[src/hw/port_pin_pkg.sv]
package port_pin_pkg;

  localparam int unsigned PORT_WIDTH = 8;

  // Register indices. The printed offset 0x0253 is not a multiple of four,
  // so every offset is held as an index and the byte address is four times it.
  localparam logic [11:0] IDX_OUTPUT_DATA = 12'h250;
  localparam logic [11:0] IDX_PIN_INPUT = 12'h251;
  localparam logic [11:0] IDX_DIRECTION = 12'h252;
  localparam logic [11:0] IDX_DRIVE_STRENGTH = 12'h253;
  localparam logic [11:0] IDX_PULL_ENABLE = 12'h254;
  localparam logic [11:0] IDX_PULL_POLARITY = 12'h255;
  localparam logic [11:0] IDX_OPEN_DRAIN = 12'h256;

  localparam logic [7:0] RST_OUTPUT_DATA = 8'h00;
  localparam logic [7:0] RST_DIRECTION = 8'h00;
  localparam logic [7:0] RST_DRIVE_STRENGTH = 8'h00;
  localparam logic [7:0] RST_PULL_ENABLE = 8'h00;
  localparam logic [7:0] RST_PULL_POLARITY = 8'h00;
  localparam logic [7:0] RST_OPEN_DRAIN = 8'h00;
  localparam logic [7:0] RST_PIN_SAMPLE = 8'h00;

  // Pin positions of the routed peripherals.
  localparam int unsigned SPI_PIN_LO = 2;
  localparam int unsigned SPI_PIN_HI = 5;
  localparam int unsigned TX_PIN = 1;
  localparam int unsigned RX_PIN = 0;

  typedef struct packed {
    logic spi_enable;
    logic [3:0] spi_dir;
    logic [3:0] spi_out;
    logic can_enable;
    logic can_active;
    logic can_tx;
    logic async_enable;
    logic async_tx;
  } periph_ctl_s;

  typedef struct packed {
    logic [7:0] out;
    logic [7:0] oe;
    logic [7:0] reduced_drive;
    logic [7:0] pull_up_en;
    logic [7:0] pull_down_en;
  } pad_ctl_s;

endpackage : port_pin_pkg

[src/hw/pin_input_sync.sv]
`timescale 1ns/10ps
// Three-stage sampler: a change is taken once the second and third stages agree.
module pin_input_sync
  import port_pin_pkg::*;
#(
  parameter int unsigned WIDTH = 8
) (
  input wire logic pclk,
  input wire logic presetn,
  input wire logic [WIDTH-1:0] pin_raw,
  output logic [WIDTH-1:0] pin_level
);

  typedef struct packed {
    logic [WIDTH-1:0] s1;
    logic [WIDTH-1:0] s2;
    logic [WIDTH-1:0] s3;
    logic [WIDTH-1:0] level;
  } sync_state_s;

  sync_state_s st_r;
  sync_state_s st_nxt;

  always_comb begin
    st_nxt = st_r;
    st_nxt.s1 = pin_raw;
    st_nxt.s2 = st_r.s1;
    st_nxt.s3 = st_r.s2;
    for (int i = 0; i < WIDTH; i++) begin
      if (st_r.s2[i] == st_r.s3[i]) begin
        st_nxt.level[i] = st_r.s3[i];
      end
    end
  end

  always_ff @(posedge pclk or negedge presetn) begin
    if (!presetn) begin
      st_r <= '0;
    end else begin
      st_r <= st_nxt;
    end
  end

  assign pin_level = st_r.level;

endmodule : pin_input_sync

[src/hw/port_pin_config_bank.sv]
`timescale 1ns/10ps
// Summary of operation
// - Pin input register always returns the sampled pin level, any direction.
// - Pin input register is read-only; writes change nothing.
// - Direction bit 1 makes the pin an output, 0 an input.
// - Enabled serial peripheral forces direction of pins 5..2; stored bits kept.
// - Enabled CAN or async serial forces pin 1 output; stored bit kept.
// - Enabled CAN or async serial forces pin 0 input; stored bit kept.
// - Drive bit 1 selects reduced drive, about one fifth; 0 selects full.
// - Drive bit ignored on inputs; applies to outputs whatever drives them.
// - Pull-enable bit 1 enables the pull device on an input pin.
// - On an output pin pull-enable acts only in open-drain mode.
// - Polarity bit 1 selects pull-down, 0 selects pull-up.
// - With CAN active, pull-down choice on the receive pin has no effect.
// - Data read gives stored bit where the stored direction bit is 1, pin level where it is 0.
// - Open-drain outputs drive low for 0, float for 1; inputs unaffected.
module port_pin_config_bank
  import port_pin_pkg::*;
#(
  parameter int unsigned WIDTH = PORT_WIDTH
) (
  input wire logic pclk,
  input wire logic presetn,
  input wire logic psel,
  input wire logic penable,
  input wire logic pwrite,
  input wire logic [31:0] paddr,
  input wire logic [31:0] pwdata,
  input wire logic [3:0] pstrb,
  output logic [31:0] prdata,
  output logic pready,
  output logic pslverr,
  input wire periph_ctl_s periph,
  input wire logic [WIDTH-1:0] pin_in,
  output pad_ctl_s pad
);

  initial begin
    if (WIDTH != 8) begin
      $error("port_pin_config_bank serves exactly eight pins");
    end
  end

  typedef struct packed {
    logic [7:0] out_data;
    logic [7:0] direction;
    logic [7:0] drive;
    logic [7:0] pull_en;
    logic [7:0] pull_pol;
    logic [7:0] open_drain;
    logic [31:0] rdata;
    logic ready;
    logic slverr;
    pad_ctl_s pad;
  } bank_state_s;

  bank_state_s st_r;
  bank_state_s st_nxt;
  logic [7:0] pin_level;
  logic [11:0] reg_idx;
  logic access;
  logic wr_en;
  logic mapped;
  logic [7:0] eff_out_en;
  logic [7:0] drive_val;
  logic [7:0] read_back;

  pin_input_sync #(
    .WIDTH(WIDTH)
  ) u_sync (
    .pclk(pclk),
    .presetn(presetn),
    .pin_raw(pin_in),
    .pin_level(pin_level)
  );

  assign reg_idx = paddr[13:2];
  // The slave answers one cycle after the first access-phase cycle; pready is a register.
  assign access = psel && penable && !st_r.ready;
  // A write lands at the edge where pready is sampled high, as the master expects.
  assign wr_en = psel && penable && st_r.ready && pwrite && pstrb[0];

  always_comb begin
    mapped = 1'b1;
    read_back = 8'h00;
    unique case (reg_idx)
      IDX_OUTPUT_DATA: begin
        // Pins whose stored direction bit is 1 read back the stored bit, the others the sampled pin.
        read_back = (st_r.direction & st_r.out_data) | (~st_r.direction & pin_level);
      end
      IDX_PIN_INPUT: read_back = pin_level;
      IDX_DIRECTION: read_back = st_r.direction;
      IDX_DRIVE_STRENGTH: read_back = st_r.drive;
      IDX_PULL_ENABLE: read_back = st_r.pull_en;
      IDX_PULL_POLARITY: read_back = st_r.pull_pol;
      IDX_OPEN_DRAIN: read_back = st_r.open_drain;
      default: mapped = 1'b0;
    endcase
  end

  // Effective direction: stored bits, overridden by enabled peripherals.
  always_comb begin
    eff_out_en = st_r.direction;
    drive_val = st_r.out_data;
    if (periph.spi_enable) begin
      eff_out_en[SPI_PIN_HI:SPI_PIN_LO] = periph.spi_dir;
      drive_val[SPI_PIN_HI:SPI_PIN_LO] = periph.spi_out;
    end
    if (periph.can_enable || periph.async_enable) begin
      eff_out_en[TX_PIN] = 1'b1;
      eff_out_en[RX_PIN] = 1'b0;
      drive_val[TX_PIN] = periph.can_enable ? periph.can_tx : periph.async_tx;
    end
  end

  always_comb begin
    st_nxt = st_r;
    st_nxt.ready = access;
    st_nxt.slverr = access && !mapped;
    if (access && !pwrite) begin
      st_nxt.rdata = {24'h000000, read_back};
    end
    if (!access) begin
      st_nxt.slverr = 1'b0;
    end
    if (wr_en) begin
      // The pin input index has no write case, so a write there is dropped.
      unique case (reg_idx)
        IDX_OUTPUT_DATA: st_nxt.out_data = pwdata[7:0];
        IDX_DIRECTION: st_nxt.direction = pwdata[7:0];
        IDX_DRIVE_STRENGTH: st_nxt.drive = pwdata[7:0];
        IDX_PULL_ENABLE: st_nxt.pull_en = pwdata[7:0];
        IDX_PULL_POLARITY: st_nxt.pull_pol = pwdata[7:0];
        IDX_OPEN_DRAIN: st_nxt.open_drain = pwdata[7:0];
        default: st_nxt.rdata = st_r.rdata;
      endcase
    end
    for (int i = 0; i < 8; i++) begin
      logic pull_on;
      logic od_pin;
      pull_on = 1'b0;
      od_pin = eff_out_en[i] && st_r.open_drain[i];
      // Open-drain drives only a 0; a 1 leaves the pin floating.
      st_nxt.pad.oe[i] = eff_out_en[i] && !(od_pin && drive_val[i]);
      st_nxt.pad.out[i] = drive_val[i];
      // Reduced drive matters only while the pin drives, whoever drives it.
      st_nxt.pad.reduced_drive[i] = eff_out_en[i] && st_r.drive[i];
      pull_on = st_r.pull_en[i] && (!eff_out_en[i] || od_pin);
      st_nxt.pad.pull_down_en[i] = pull_on && st_r.pull_pol[i];
      st_nxt.pad.pull_up_en[i] = pull_on && !st_r.pull_pol[i];
    end
    // The receive pin never takes a pull-down while CAN is active.
    if (periph.can_active) begin
      st_nxt.pad.pull_down_en[RX_PIN] = 1'b0;
    end
  end

  always_ff @(posedge pclk or negedge presetn) begin
    if (!presetn) begin
      st_r.out_data <= RST_OUTPUT_DATA;
      st_r.direction <= RST_DIRECTION;
      st_r.drive <= RST_DRIVE_STRENGTH;
      st_r.pull_en <= RST_PULL_ENABLE;
      st_r.pull_pol <= RST_PULL_POLARITY;
      st_r.open_drain <= RST_OPEN_DRAIN;
      st_r.rdata <= 32'h00000000;
      st_r.ready <= 1'b0;
      st_r.slverr <= 1'b0;
      st_r.pad <= '0;
    end else begin
      st_r <= st_nxt;
    end
  end

  assign prdata = st_r.rdata;
  assign pready = st_r.ready;
  assign pslverr = st_r.slverr;
  assign pad = st_r.pad;
endmodule : port_pin_config_bank

[config.mk]
export PLATFORM = sky130hd
export DESIGN_NAME = port_pin_config_bank
export DESIGN_NICKNAME = d
export VERILOG_FILES = /design/src/hw/port_pin_pkg.sv /design/src/hw/pin_input_sync.sv /design/src/hw/port_pin_config_bank.sv
export SDC_FILE = /design/constraint.sdc
export NUM_CORES = 1
export LEC_CHECK = 0
export BUFFER_PORTS_ARGS = -buffer_cell sky130_fd_sc_hd__buf_2
export CAP_MARGIN = 20
export CORE_ASPECT_RATIO = 1.25
export CORE_UTILIZATION = 55
export CTS_CLUSTER_SIZE = 30
export DETAILED_ROUTE_END_ITERATION = 8
export PLACE_DENSITY = 0.85
export REMOVE_ABC_BUFFERS = 1
export SLEW_MARGIN = 40
export SYNTH_ARGS = -nofsm -noshare
export SYNTH_HDL_FRONTEND = slang
export SYNTH_SLANG_ARGS = --single-unit
[constraint.sdc]
create_clock -name pclk -period 3.1 [get_ports pclk]
set_input_delay 0.465 -clock pclk [delete_from_list [all_inputs] [get_ports pclk]]
set_output_delay 0.465 -clock pclk [all_outputs]
set_load 0.01 [all_outputs]
==> results of run 1 <==
-- final cells by class --
| cell class | count | share of cell area, % |
|---|---|---|
| clock buffers | 20 | 6.99 |
| clock inverters | 10 | 1.39 |
| inverters | 13 | 0.763 |
| multi-input cells | 236 | 28.5 |
| flip-flops and latches | 130 | 50.9 |
| well taps | 126 | 2.47 |
| repair buffers | 107 | 9.00 |
-- power by group --
part | leakage, nW | switching [mW] | internal [mW]
clock network | 0.254 | 0.686 | 1.11
logic | 1.30 | 0.124 | 0.0653
registers | 1.73 | 0.0165 | 1.73
total | 3.28 | 0.826 | 2.90
-- worst max-delay path, cell delays in order, from the launching register on --
cell	delay (ns)
dfrtp_1	0.44
or3_1	0.59
nor3_1	0.59
a22oi_1	0.14
o21ai_0	0.13
-- metal layers --
metal | share of wire, % | track usage, % | vias to the layer above | wire (um)
li1 | - | - | 1560 | -
met1 | 40 | 27.8 | 1742 | 4490
met2 | 50 | 37.3 | 159 | 5620
met3 | 7.8 | 8.93 | 28 | 880
met4 | 2.5 | 11.4 | 0 | 282
met5 | 0 | 0 | - | 0
-- cells in the final DEF, fill, tap and decap left out, types with 12 or more instances in the layout --
master     count
a21oi_1       15
buf_2         96
clkbuf_16     17
conb_1        24
dfrtp_1      130
inv_1         13
mux2_2        47
mux2i_1       15
nand2_1       12
nor2_1        23
nor2b_1       13
o21ai_0       18
-- metrics by stage --
stage                     area, um2  power, mW  worst slack [ns]  hold WS (ns)
after CTS                      6390       3.76              1.16         0.101
final                          6390       3.73              1.13        0.0786
after global placement         5860       1.96             0.742         0.333
after floorplan                5120       1.85              1.02         0.169
after detailed placement       5860       1.97             0.701         0.339
after global routing           6390       3.87              1.04         0.126
-- sequential cells by signal (all words and copies together) (netlist names), 2 cells and up --
register,cells
st_r,43
pad,40
u_sync.st_nxt,16
prdata,8
u_sync.pin_level,8
u_sync.st_r,8
drive_val,3
eff_out_en,2
-- final timing paths --
check / slack [ns] / startpoint / endpoint / cells after the start
min reg2reg: 0.35 / u_sync.st_nxt[17]$_DFF_PN0_ / u_sync.st_nxt[9]$_DFF_PN0_ / 0
max reg2reg: 1.13 / pready$_DFF_PN0_ / prdata[1]$_DFFE_PN0P_ / 4
min in group pclk: 0.15 / pin_in[0] / u_sync.st_nxt[16]$_DFF_PN0_ / 1
max in group asynchronous: 2.26 / presetn / u_sync.st_nxt[17]$_DFF_PN0_ / 2
min: 0.08 / presetn / drive_val[7]$_DFFE_PN0P_ / 1
max: 1.13 / pready$_DFF_PN0_ / prdata[1]$_DFFE_PN0P_ / 4
-- logic make-up after synthesis --
kind of cell    after synthesis
compound gates               58
other cells                   1
mux                          70
simple gates                 76
fa+ha+maj                     8
flops                       130
buf+inv                      95
==> flow_metrics.py, run 1 <==
metrics = {
    "status": {
        "status": "completed",
    },
    "clock_network": {
        "clk_latency_ns": 0.41,
        "cts.path.max_buffers": 2,
        "clkTransAtPathRegs_ns": 0.06,
        "root_buffer": "clkbuf_16",
        "cts_buffers": 17,
        "clkSinkCount": 130,
        "cts_resized": 0,
        "cts_tree": "yes",
        "hold_buffers": 0,
        "htree_levels": 4,
        "post-cts-setup-buffers": 0,
    },
    "synthesis": {
        "synth_adder_area_share_pct": 1.42,
        "synth_area_um2": 5620,
        "synthMuxAreaShare_pct": 14.2,
        "ys_ff_latch": 130,
        "yosysUniqueCellTypes": 45,
        "syn-instance-count": 438,
        "yosys.area_share.xor_xnor_pct": 0,
        "async_reset_ff_share_pct": 100,
        "yosysSeqAreaShare_pct": 57.9,
        "synth.top_cells.by_count": "dfrtp_1 (130), buf_4 (72), mux2_2 (47)",
        "synth_area_per_cell_um2": 12.8,
        "yosys.area.top_type_share_pct": 57.9,
        "synth-compound-area-share_pct": 6.32,
        "synth_top_family_by_area": "multiplexers",
        "synth_edf_count": 0,
        "yosysTopAreaCell": "dfrtp_1",
        "synthTopCellsByArea": "dfrtp_1 (58%), buf_4 (9.6%), mux2_2 (9.4%), mux2i_1 (2.7%), mux2_4 (2.1%)",
        "synth_flop_cell": "dfrtp_1",
        "synthSimpleGateAreaFrac_pct": 8.83,
        "synth_warnings": 0,
        "synth.most_common_cell": "dfrtp_1",
    },
    "routing": {
        "viasPerCell": 5.43,
        "dr_total_vias": 3489,
        "drt_iter0_drc": 168,
        "firstDrtPassIters": 5,
        "routed_wl_um": 11300,
        "drc": 0,
        "wl_per_cell_um": 17.6,
        "drtAntennaViolNets": 0,
    },
    "final_layout": {
        "nets": 600,
        "nFillCells": 712,
        "antenna_cells": 0,
        "syn2layout_area_growth_pct": 13.7,
        "drive_gt1_share_pct": 39.1,
        "fin_cells": 642,
        "final_util_pct": 65.5,
        "multiInputGateArea_um2": 1820,
        "register_area_um2": 3250,
    },
    "timing": {
        "hold_viol": 0,
        "finalCritPeriodShare_pct": 63.7,
        "slew_violations": 0,
        "relSlewSlack_pct": 54.5,
        "max_clock_freq_mhz": 506,
        "grt_setup_unrepaired": "no",
        "setup_violations": 0,
        "finClkSkew_ns": 0.00601,
        "tightest_slew_ns": 0.683,
        "finalCriticalPeriod_ns": 1.97,
        "fin_tns_setup_ns": 0,
    },
    "global_routing": {
        "antenna_found_initial": 0,
        "grt_util_all_layers_pct": 23.3,
        "grt_pass1_wl_um": 18100,
        "grt_max_degree": 57,
        "overflow": 0,
        "grt_pass1_vias": 3600,
    },
    "floorplanning": {
        "start_util_pct": 57.6,
        "die_y_um": 115,
        "io_pins": 169,
        "die_x_um": 92.4,
        "die_area_um2": 10600,
        "num_rows": 40,
        "core_um2": 9760,
    },
    "flow_run": {
        "maxCapViolCount": 0,
    },
    "worst_setup_path": {
        "crit_type": "register to register",
        "cp-end-kind": "register",
        "crit_path_start_kind": "register",
        "cp_max_fo": 10,
        "worstPathRequired_ns": 3.43,
        "crit_arrival_ns": 2.30,
    },
    "power_and_ir_drop": {
        "p_leak_nw": 3.28,
        "powerDensity_nw_per_um2": 584,
        "irDropWorstVdd_v": 0.000330,
    },
    "placed_design": {
        "hpwl_um": 7890,
        "dp_cells": 612,
        "gp_congestion": 0.819,
        "port_buffers": 97,
    },
    "min_path": {
        "hold_path.class": "input pin to async pin",
    },
}
No activity file was read; power rests on OpenSTA's default activity.
==> run 2: changes to the inputs <==
Settings changed: ABC_AREA set to 1, CORE_UTILIZATION 55 to 52, PLACE_DENSITY 0.85 to 0.8.
Clock period 3.1 ns to 1.9 ns, I/O delays scaled along.
==> flow_metrics.py, run 2 <==
metrics = {
    "status": {
        "status": "completed",
    },
    "floorplanning": {
        "die_area_um2": 11600,
        "core_um2": 10700,
        "die_x_um": 96.6,
        "start_util_pct": 54.3,
        "die_y_um": 120,
        "io_pins": 169,
        "num_rows": 42,
    },
    "routing": {
        "routed_wl_um": 12300,
        "drtAntennaViolNets": 0,
        "dr_total_vias": 4205,
        "drt_iter0_drc": 321,
        "wl_per_cell_um": 15.3,
        "drc": 0,
        "firstDrtPassIters": 5,
        "viasPerCell": 5.20,
    },
    "final_layout": {
        "regMostFlops": "st_r",
        "nets": 761,
        "antenna_cells": 0,
        "design_area_um2": 6650,
        "drive_gt1_share_pct": 24.7,
        "largest_reg_flops": 43,
        "nFillCells": 896,
        "layout_common_cells": "dfrtp_1 (130), nand2_1 (122), buf_2 (96)",
        "syn2layout_area_growth_pct": 14.2,
        "final_common_cell": "dfrtp_1",
    },
    "worst_setup_path": {
        "path_cells": "nand3_1, nor2_4, nand4_4, nand2_1, o21ai_1",
        "cp_num_cells": 5,
        "crit_arrival_ns": 1.87,
        "crit_type": "register to register",
        "slowest_delay_ns": 0.37,
        "worstPathRequired_ns": 2.18,
        "slowest_stage": "dfrtp_1",
        "cp_max_fo": 16,
        "critPathTopFamily": "simple AND/OR/NAND/NOR gates",
        "crit_path_start_kind": "register",
        "cp-end-kind": "register",
        "cp.buffers_inverters": 0,
        "ff2ff_path_depth": 5,
    },
    "synthesis": {
        "synth.top_cells.by_count": "dfrtp_1 (130), nand2_1 (122), buf_4 (72)",
        "synth.most_common_cell": "dfrtp_1",
        "ys_ff_latch": 130,
        "yosysSeqAreaShare_pct": 55.9,
        "synthMuxAreaShare_pct": 2.84,
        "synth_top_family_by_area": "simple AND/OR/NAND/NOR gates",
        "synth-compound-area-share_pct": 6.08,
        "synth_area_um2": 5820,
        "synthTopCellsByArea": "dfrtp_1 (56%), buf_4 (9.3%), nand2_1 (7.9%), nand3_1 (4.2%), o21ai_1 (3.6%)",
        "synth_flop_cell": "dfrtp_1",
        "synth_warnings": 0,
        "synth_area_per_cell_um2": 9.80,
        "async_reset_ff_share_pct": 100,
        "yosys.area_share.xor_xnor_pct": 0,
        "yosys.area.top_type_share_pct": 55.9,
        "syn-instance-count": 594,
        "synth_adder_area_share_pct": 1.38,
        "synth_edf_count": 0,
        "synthSimpleGateAreaFrac_pct": 19.9,
        "yosysTopAreaCell": "dfrtp_1",
        "yosysUniqueCellTypes": 28,
    },
    "power_and_ir_drop": {
        "irDropWorstVdd_v": 0.000614,
        "power_frac_comb_pct": 4.9,
        "swShare_pct": 21.1,
        "internal_power_mw": 4.85,
        "p_leak_nw": 3.48,
        "power_switching_mw": 1.29,
        "clkPwrFrac_pct": 48.5,
        "powerDensity_nw_per_um2": 923,
        "seq_power_share_pct": 46.6,
    },
    "timing": {
        "grt_setup_unrepaired": "no",
        "tightest_slew_ns": 0.502,
        "setup_violations": 0,
        "hold_viol": 0,
        "max_clock_freq_mhz": 629,
        "relSlewSlack_pct": 66.5,
        "finalCritPeriodShare_pct": 83.7,
        "fin_tns_setup_ns": 0,
        "slew_violations": 0,
        "finClkSkew_ns": 0.00644,
        "finalCriticalPeriod_ns": 1.59,
    },
    "clock_network": {
        "clk_latency_ns": 0.41,
        "cts_buffers": 17,
        "htree_levels": 4,
        "clkTransAtPathRegs_ns": 0.05,
        "cts_tree": "yes",
        "cts.path.max_buffers": 2,
        "clkSinkCount": 130,
        "root_buffer": "clkbuf_16",
    },
    "global_routing": {
        "grt_util_all_layers_pct": 22.4,
        "grt_pass1_wl_um": 20000,
        "grt_pass1_vias": 4232,
        "overflow": 0,
        "antenna_found_initial": 0,
        "grt_max_degree": 65,
    },
    "placed_design": {
        "hpwl_um": 8120,
        "gp_congestion": 0.807,
        "place_area_um2": 6010,
        "port_buffers": 97,
    },
    "min_path": {
        "hold_depth": 2,
        "hold_path.class": "input pin to register",
    },
    "flow_run": {
        "maxCapViolCount": 0,
    },
}
## run 2: cell count changes after synthesis, sizes merged, moves of 30 or more
| cell | previous run | this run |
|---|---|---|
| o21ai | 18 | 56 |
| nand2 | 12 | 123 |
| nand3 | 3 | 54 |
| nor2 | 23 | 66 |
| mux2 | 55 | 4 |
| inv | 13 | 43 |
## run 2: through the flow
stage | worst slack [ns] | utilization, % | hold slack, ns | power [mW] | cells
2_1_floorplan | 0.441 | - | -0.0106 | 3.02 | 533
3_3_place_gp | 0.319 | 56.1 | 0.234 | 3.18 | 770
3_5_place_dp | 0.270 | 56.1 | 0.237 | 3.19 | 770
4_1_cts | 0.322 | 62.0 | 0.0209 | 6.18 | 809
5_1_grt | 0.217 | 62.0 | 0.0268 | 6.34 | 809
6_report | 0.309 | 62.0 | 0.0319 | 6.14 | 809
## run 2: final timing paths
path	slack, ns	end	startpoint
max	0.31	st_r[84]$_DFFE_PN0P_	pready$_DFF_PN0_
min	0.03	pad[0]$_DFF_PN0_	periph[3]
max reg2reg	0.31	st_r[84]$_DFFE_PN0P_	pready$_DFF_PN0_
min reg2reg	0.35	u_sync.st_nxt[15]$_DFF_PN0_	u_sync.st_nxt[23]$_DFF_PN0_
max in group asynchronous	0.89	pad[5]$_DFF_PN0_	presetn
min in group asynchronous	0.35	st_r[104]$_DFFE_PN0P_	presetn
## run 2: layer usage
metal	share of wire, %	track usage [%]
met4	3.1	12.6
met3	6.9	5.20
met1	39	26.1
met5	0	0
met2	51	38.0
## run 2: power groups by stage
stage / logic, mW / clock network, mW / registers (mW)
after global routing: 0.335 / 3.15 / 2.86
after CTS: 0.303 / 3.02 / 2.86
final: 0.299 / 2.98 / 2.86
after floorplan: 0.114 / 0 / 2.91
after global placement: 0.278 / 0 / 2.90
after detailed placement: 0.288 / 0 / 2.90
## run 2: timing repair
item / CTS / global route
endpoints found under the hold margin: 34 / 0
hold buffers: 9 / 0
resized for setup: 0 / 0
setup buffers: 0 / 0
## run 2: layout make-up
class,count,area [um2],area share (%)
Sequential cell,130,3250,48.9
Clock inverter,6,55.1,0.828
Clock buffer,24,492,7.40
Tap cell,132,165,2.48
Multi-Input combinational cell,360,1850,27.8
Timing Repair Buffer,114,676,10.2
Inverter,43,161,2.43
## run 2: cell families (layout without fill, tap and decap cells)
kind of cell	count (synthesis)	after routing
AO/OA/AOI/OAI	65	65
other	1	24
AND/OR/NAND/NOR	247	247
adder cells (fa/ha/maj)	8	8
buffers and inverters	127	187
multiplexers	16	16
flip-flops	130	130
## run 2: worst register-to-register path, stage by stage, from the launching register on
cell,delay (ns)
dfrtp_1,0.37
nand3_1,0.12
nor2_4,0.35
nand4_4,0.37
nand2_1,0.17
o21ai_1,0.09
==> run 3: changes to the inputs <==
Clock period 1.9 ns to 1.6 ns, I/O delays scaled along.
==> flow_metrics.py, run 3 (synthesis results as in run 2) <==
metrics = {
    "final_layout": {
        "final_common_cell": "dfrtp_1",
        "nets": 770,
        "regMostFlops": "st_r",
        "antenna_cells": 0,
        "layout_common_cells": "dfrtp_1 (130), nand2_1 (122), buf_2 (96)",
        "syn2layout_area_growth_pct": 18.4,
        "design_area_um2": 6890,
        "drive_gt1_share_pct": 26.1,
        "fin_cells": 819,
        "largest_reg_flops": 43,
    },
    "worst_setup_path": {
        "crit_path_start_kind": "register",
        "crit_type": "register to register",
        "path_cells": "nand3_1, nor2_4, buf_12, nand3_4, nand2_1, o21ai_2",
        "crit_arrival_ns": 1.74,
        "worstPathRequired_ns": 1.90,
        "cp-end-kind": "register",
        "slowest_stage": "dfrtp_1",
        "slowest_delay_ns": 0.37,
        "ff2ff_path_depth": 6,
        "cp_max_fo": 16,
    },
    "global_routing": {
        "grt_max_degree": 45,
        "overflow": 0,
        "grt_util_all_layers_pct": 22.7,
        "grt_pass1_wl_um": 20200,
        "antenna_found_initial": 0,
        "grt_pass1_vias": 4179,
    },
    "timing": {
        "finClkSkew_ns": 0.00434,
        "max_clock_freq_mhz": 695,
        "setup_violations": 0,
        "slew_violations": 0,
        "finalCritPeriodShare_pct": 90.0,
        "hold_viol": 0,
        "fin_tns_setup_ns": 0,
        "grt_setup_unrepaired": "no",
        "finalCriticalPeriod_ns": 1.44,
    },
    "routing": {
        "routed_wl_um": 12400,
        "drc": 0,
        "wl_per_cell_um": 15.1,
        "viasPerCell": 5.16,
        "drt_iter0_drc": 315,
        "drtAntennaViolNets": 0,
        "dr_total_vias": 4224,
        "firstDrtPassIters": 7,
    },
    "placed_design": {
        "hpwl_um": 8040,
        "dp_cells": 776,
        "port_buffers": 97,
        "place_area_um2": 6110,
        "gp_congestion": 0.813,
    },
    "floorplanning": {
        "die_y_um": 120,
        "die_area_um2": 11600,
        "num_rows": 42,
        "core_um2": 10700,
        "start_util_pct": 54.3,
        "die_x_um": 96.6,
        "io_pins": 169,
    },
    "status": {
        "status": "completed",
    },
    "clock_network": {
        "clk_latency_ns": 0.41,
        "root_buffer": "clkbuf_16",
        "cts_buffers": 17,
        "cts.path.max_buffers": 2,
        "cts_tree": "yes",
        "cts_resized": 0,
        "clkSinkCount": 130,
        "htree_levels": 4,
        "clkTransAtPathRegs_ns": 0.05,
    },
    "flow_run": {
        "maxCapViolCount": 0,
    },
    "power_and_ir_drop": {
        "p_leak_nw": 3.60,
        "finalPower_mw": 8.02,
        "powerDensity_nw_per_um2": 1160,
        "irDropWorstVdd_v": 0.000703,
    },
    "min_path": {
        "hold_depth": 2,
        "hold_path.class": "input pin to register",
    },
}
-- run 3: worst max-delay path: cells and delay by family, from the launching register on --
| kind | cells | cell delay, ns |
|---|---|---|
| flip-flops | 1 | 0.37 |
| buffers and inverters | 1 | 0.15 |
| AND/OR/NAND/NOR | 4 | 0.74 |
| AO/OA/AOI/OAI | 1 | 0.06 |
-- run 3: stage by stage --
| step | setup slack (ns) | hold WS [ns] | util, % |
|---|---|---|---|
| after global placement | 0.122 | 0.198 | 57.0 |
| final | 0.161 | 0.0813 | 64.3 |
| after floorplan | 0.186 | -0.0556 | - |
| after global routing | 0.0743 | 0.0821 | 64.3 |
| after detailed placement | 0.0616 | 0.203 | 57.0 |
| after CTS | 0.0556 | 0.0628 | 64.0 |
-- run 3: area by class of cell --
cell class | count | area, um2
Tap cell | 132 | 165
Sequential cell | 130 | 3250
Clock inverter | 10 | 179
Inverter | 43 | 161
Multi-Input combinational cell | 360 | 1850
Timing Repair Buffer | 123 | 808
Clock buffer | 21 | 480
Fill cell | 838 | 3830
-- run 3: path summary, 6_finish.rpt --
path | endpoint | slack [ns] | start
max | st_r[79]$_DFFE_PN0P_ | 0.16 | pready$_DFF_PN0_
min | pad[37]$_DFF_PN0_ | 0.08 | periph[8]
max reg2reg | st_r[79]$_DFFE_PN0P_ | 0.16 | pready$_DFF_PN0_
min reg2reg | u_sync.st_nxt[12]$_DFF_PN0_ | 0.35 | u_sync.st_nxt[20]$_DFF_PN0_
max in group asynchronous | st_r[74]$_DFFE_PN0P_ | 0.70 | presetn
min in group asynchronous | pad[30]$_DFF_PN0_ | 0.31 | presetn
-- run 3: timing repair --
item | 4_1_cts | 5_1_grt
endpoints found under the setup margin | 0 | 8
endpoints found under the hold margin | 35 | 0
hold buffers | 10 | 0
setup buffers | 0 | 2
-- run 3: power by group --
group | switching (mW) | internal, mW
registers | 0.0347 | 3.36
logic | 0.227 | 0.135
clock network | 1.35 | 2.91
total | 1.61 | 6.40
-- run 3: per-layer routing --
metal / vias to the layer above / GRT usage [%] / wire length, um
met1: 2027 / 27.6 / 4890
met5: - / 0 / 0
met2: 188 / 37.8 / 6310
met3: 38 / 5.84 / 783
li1: 1971 / - / -
met4: 0 / 11.2 / 407
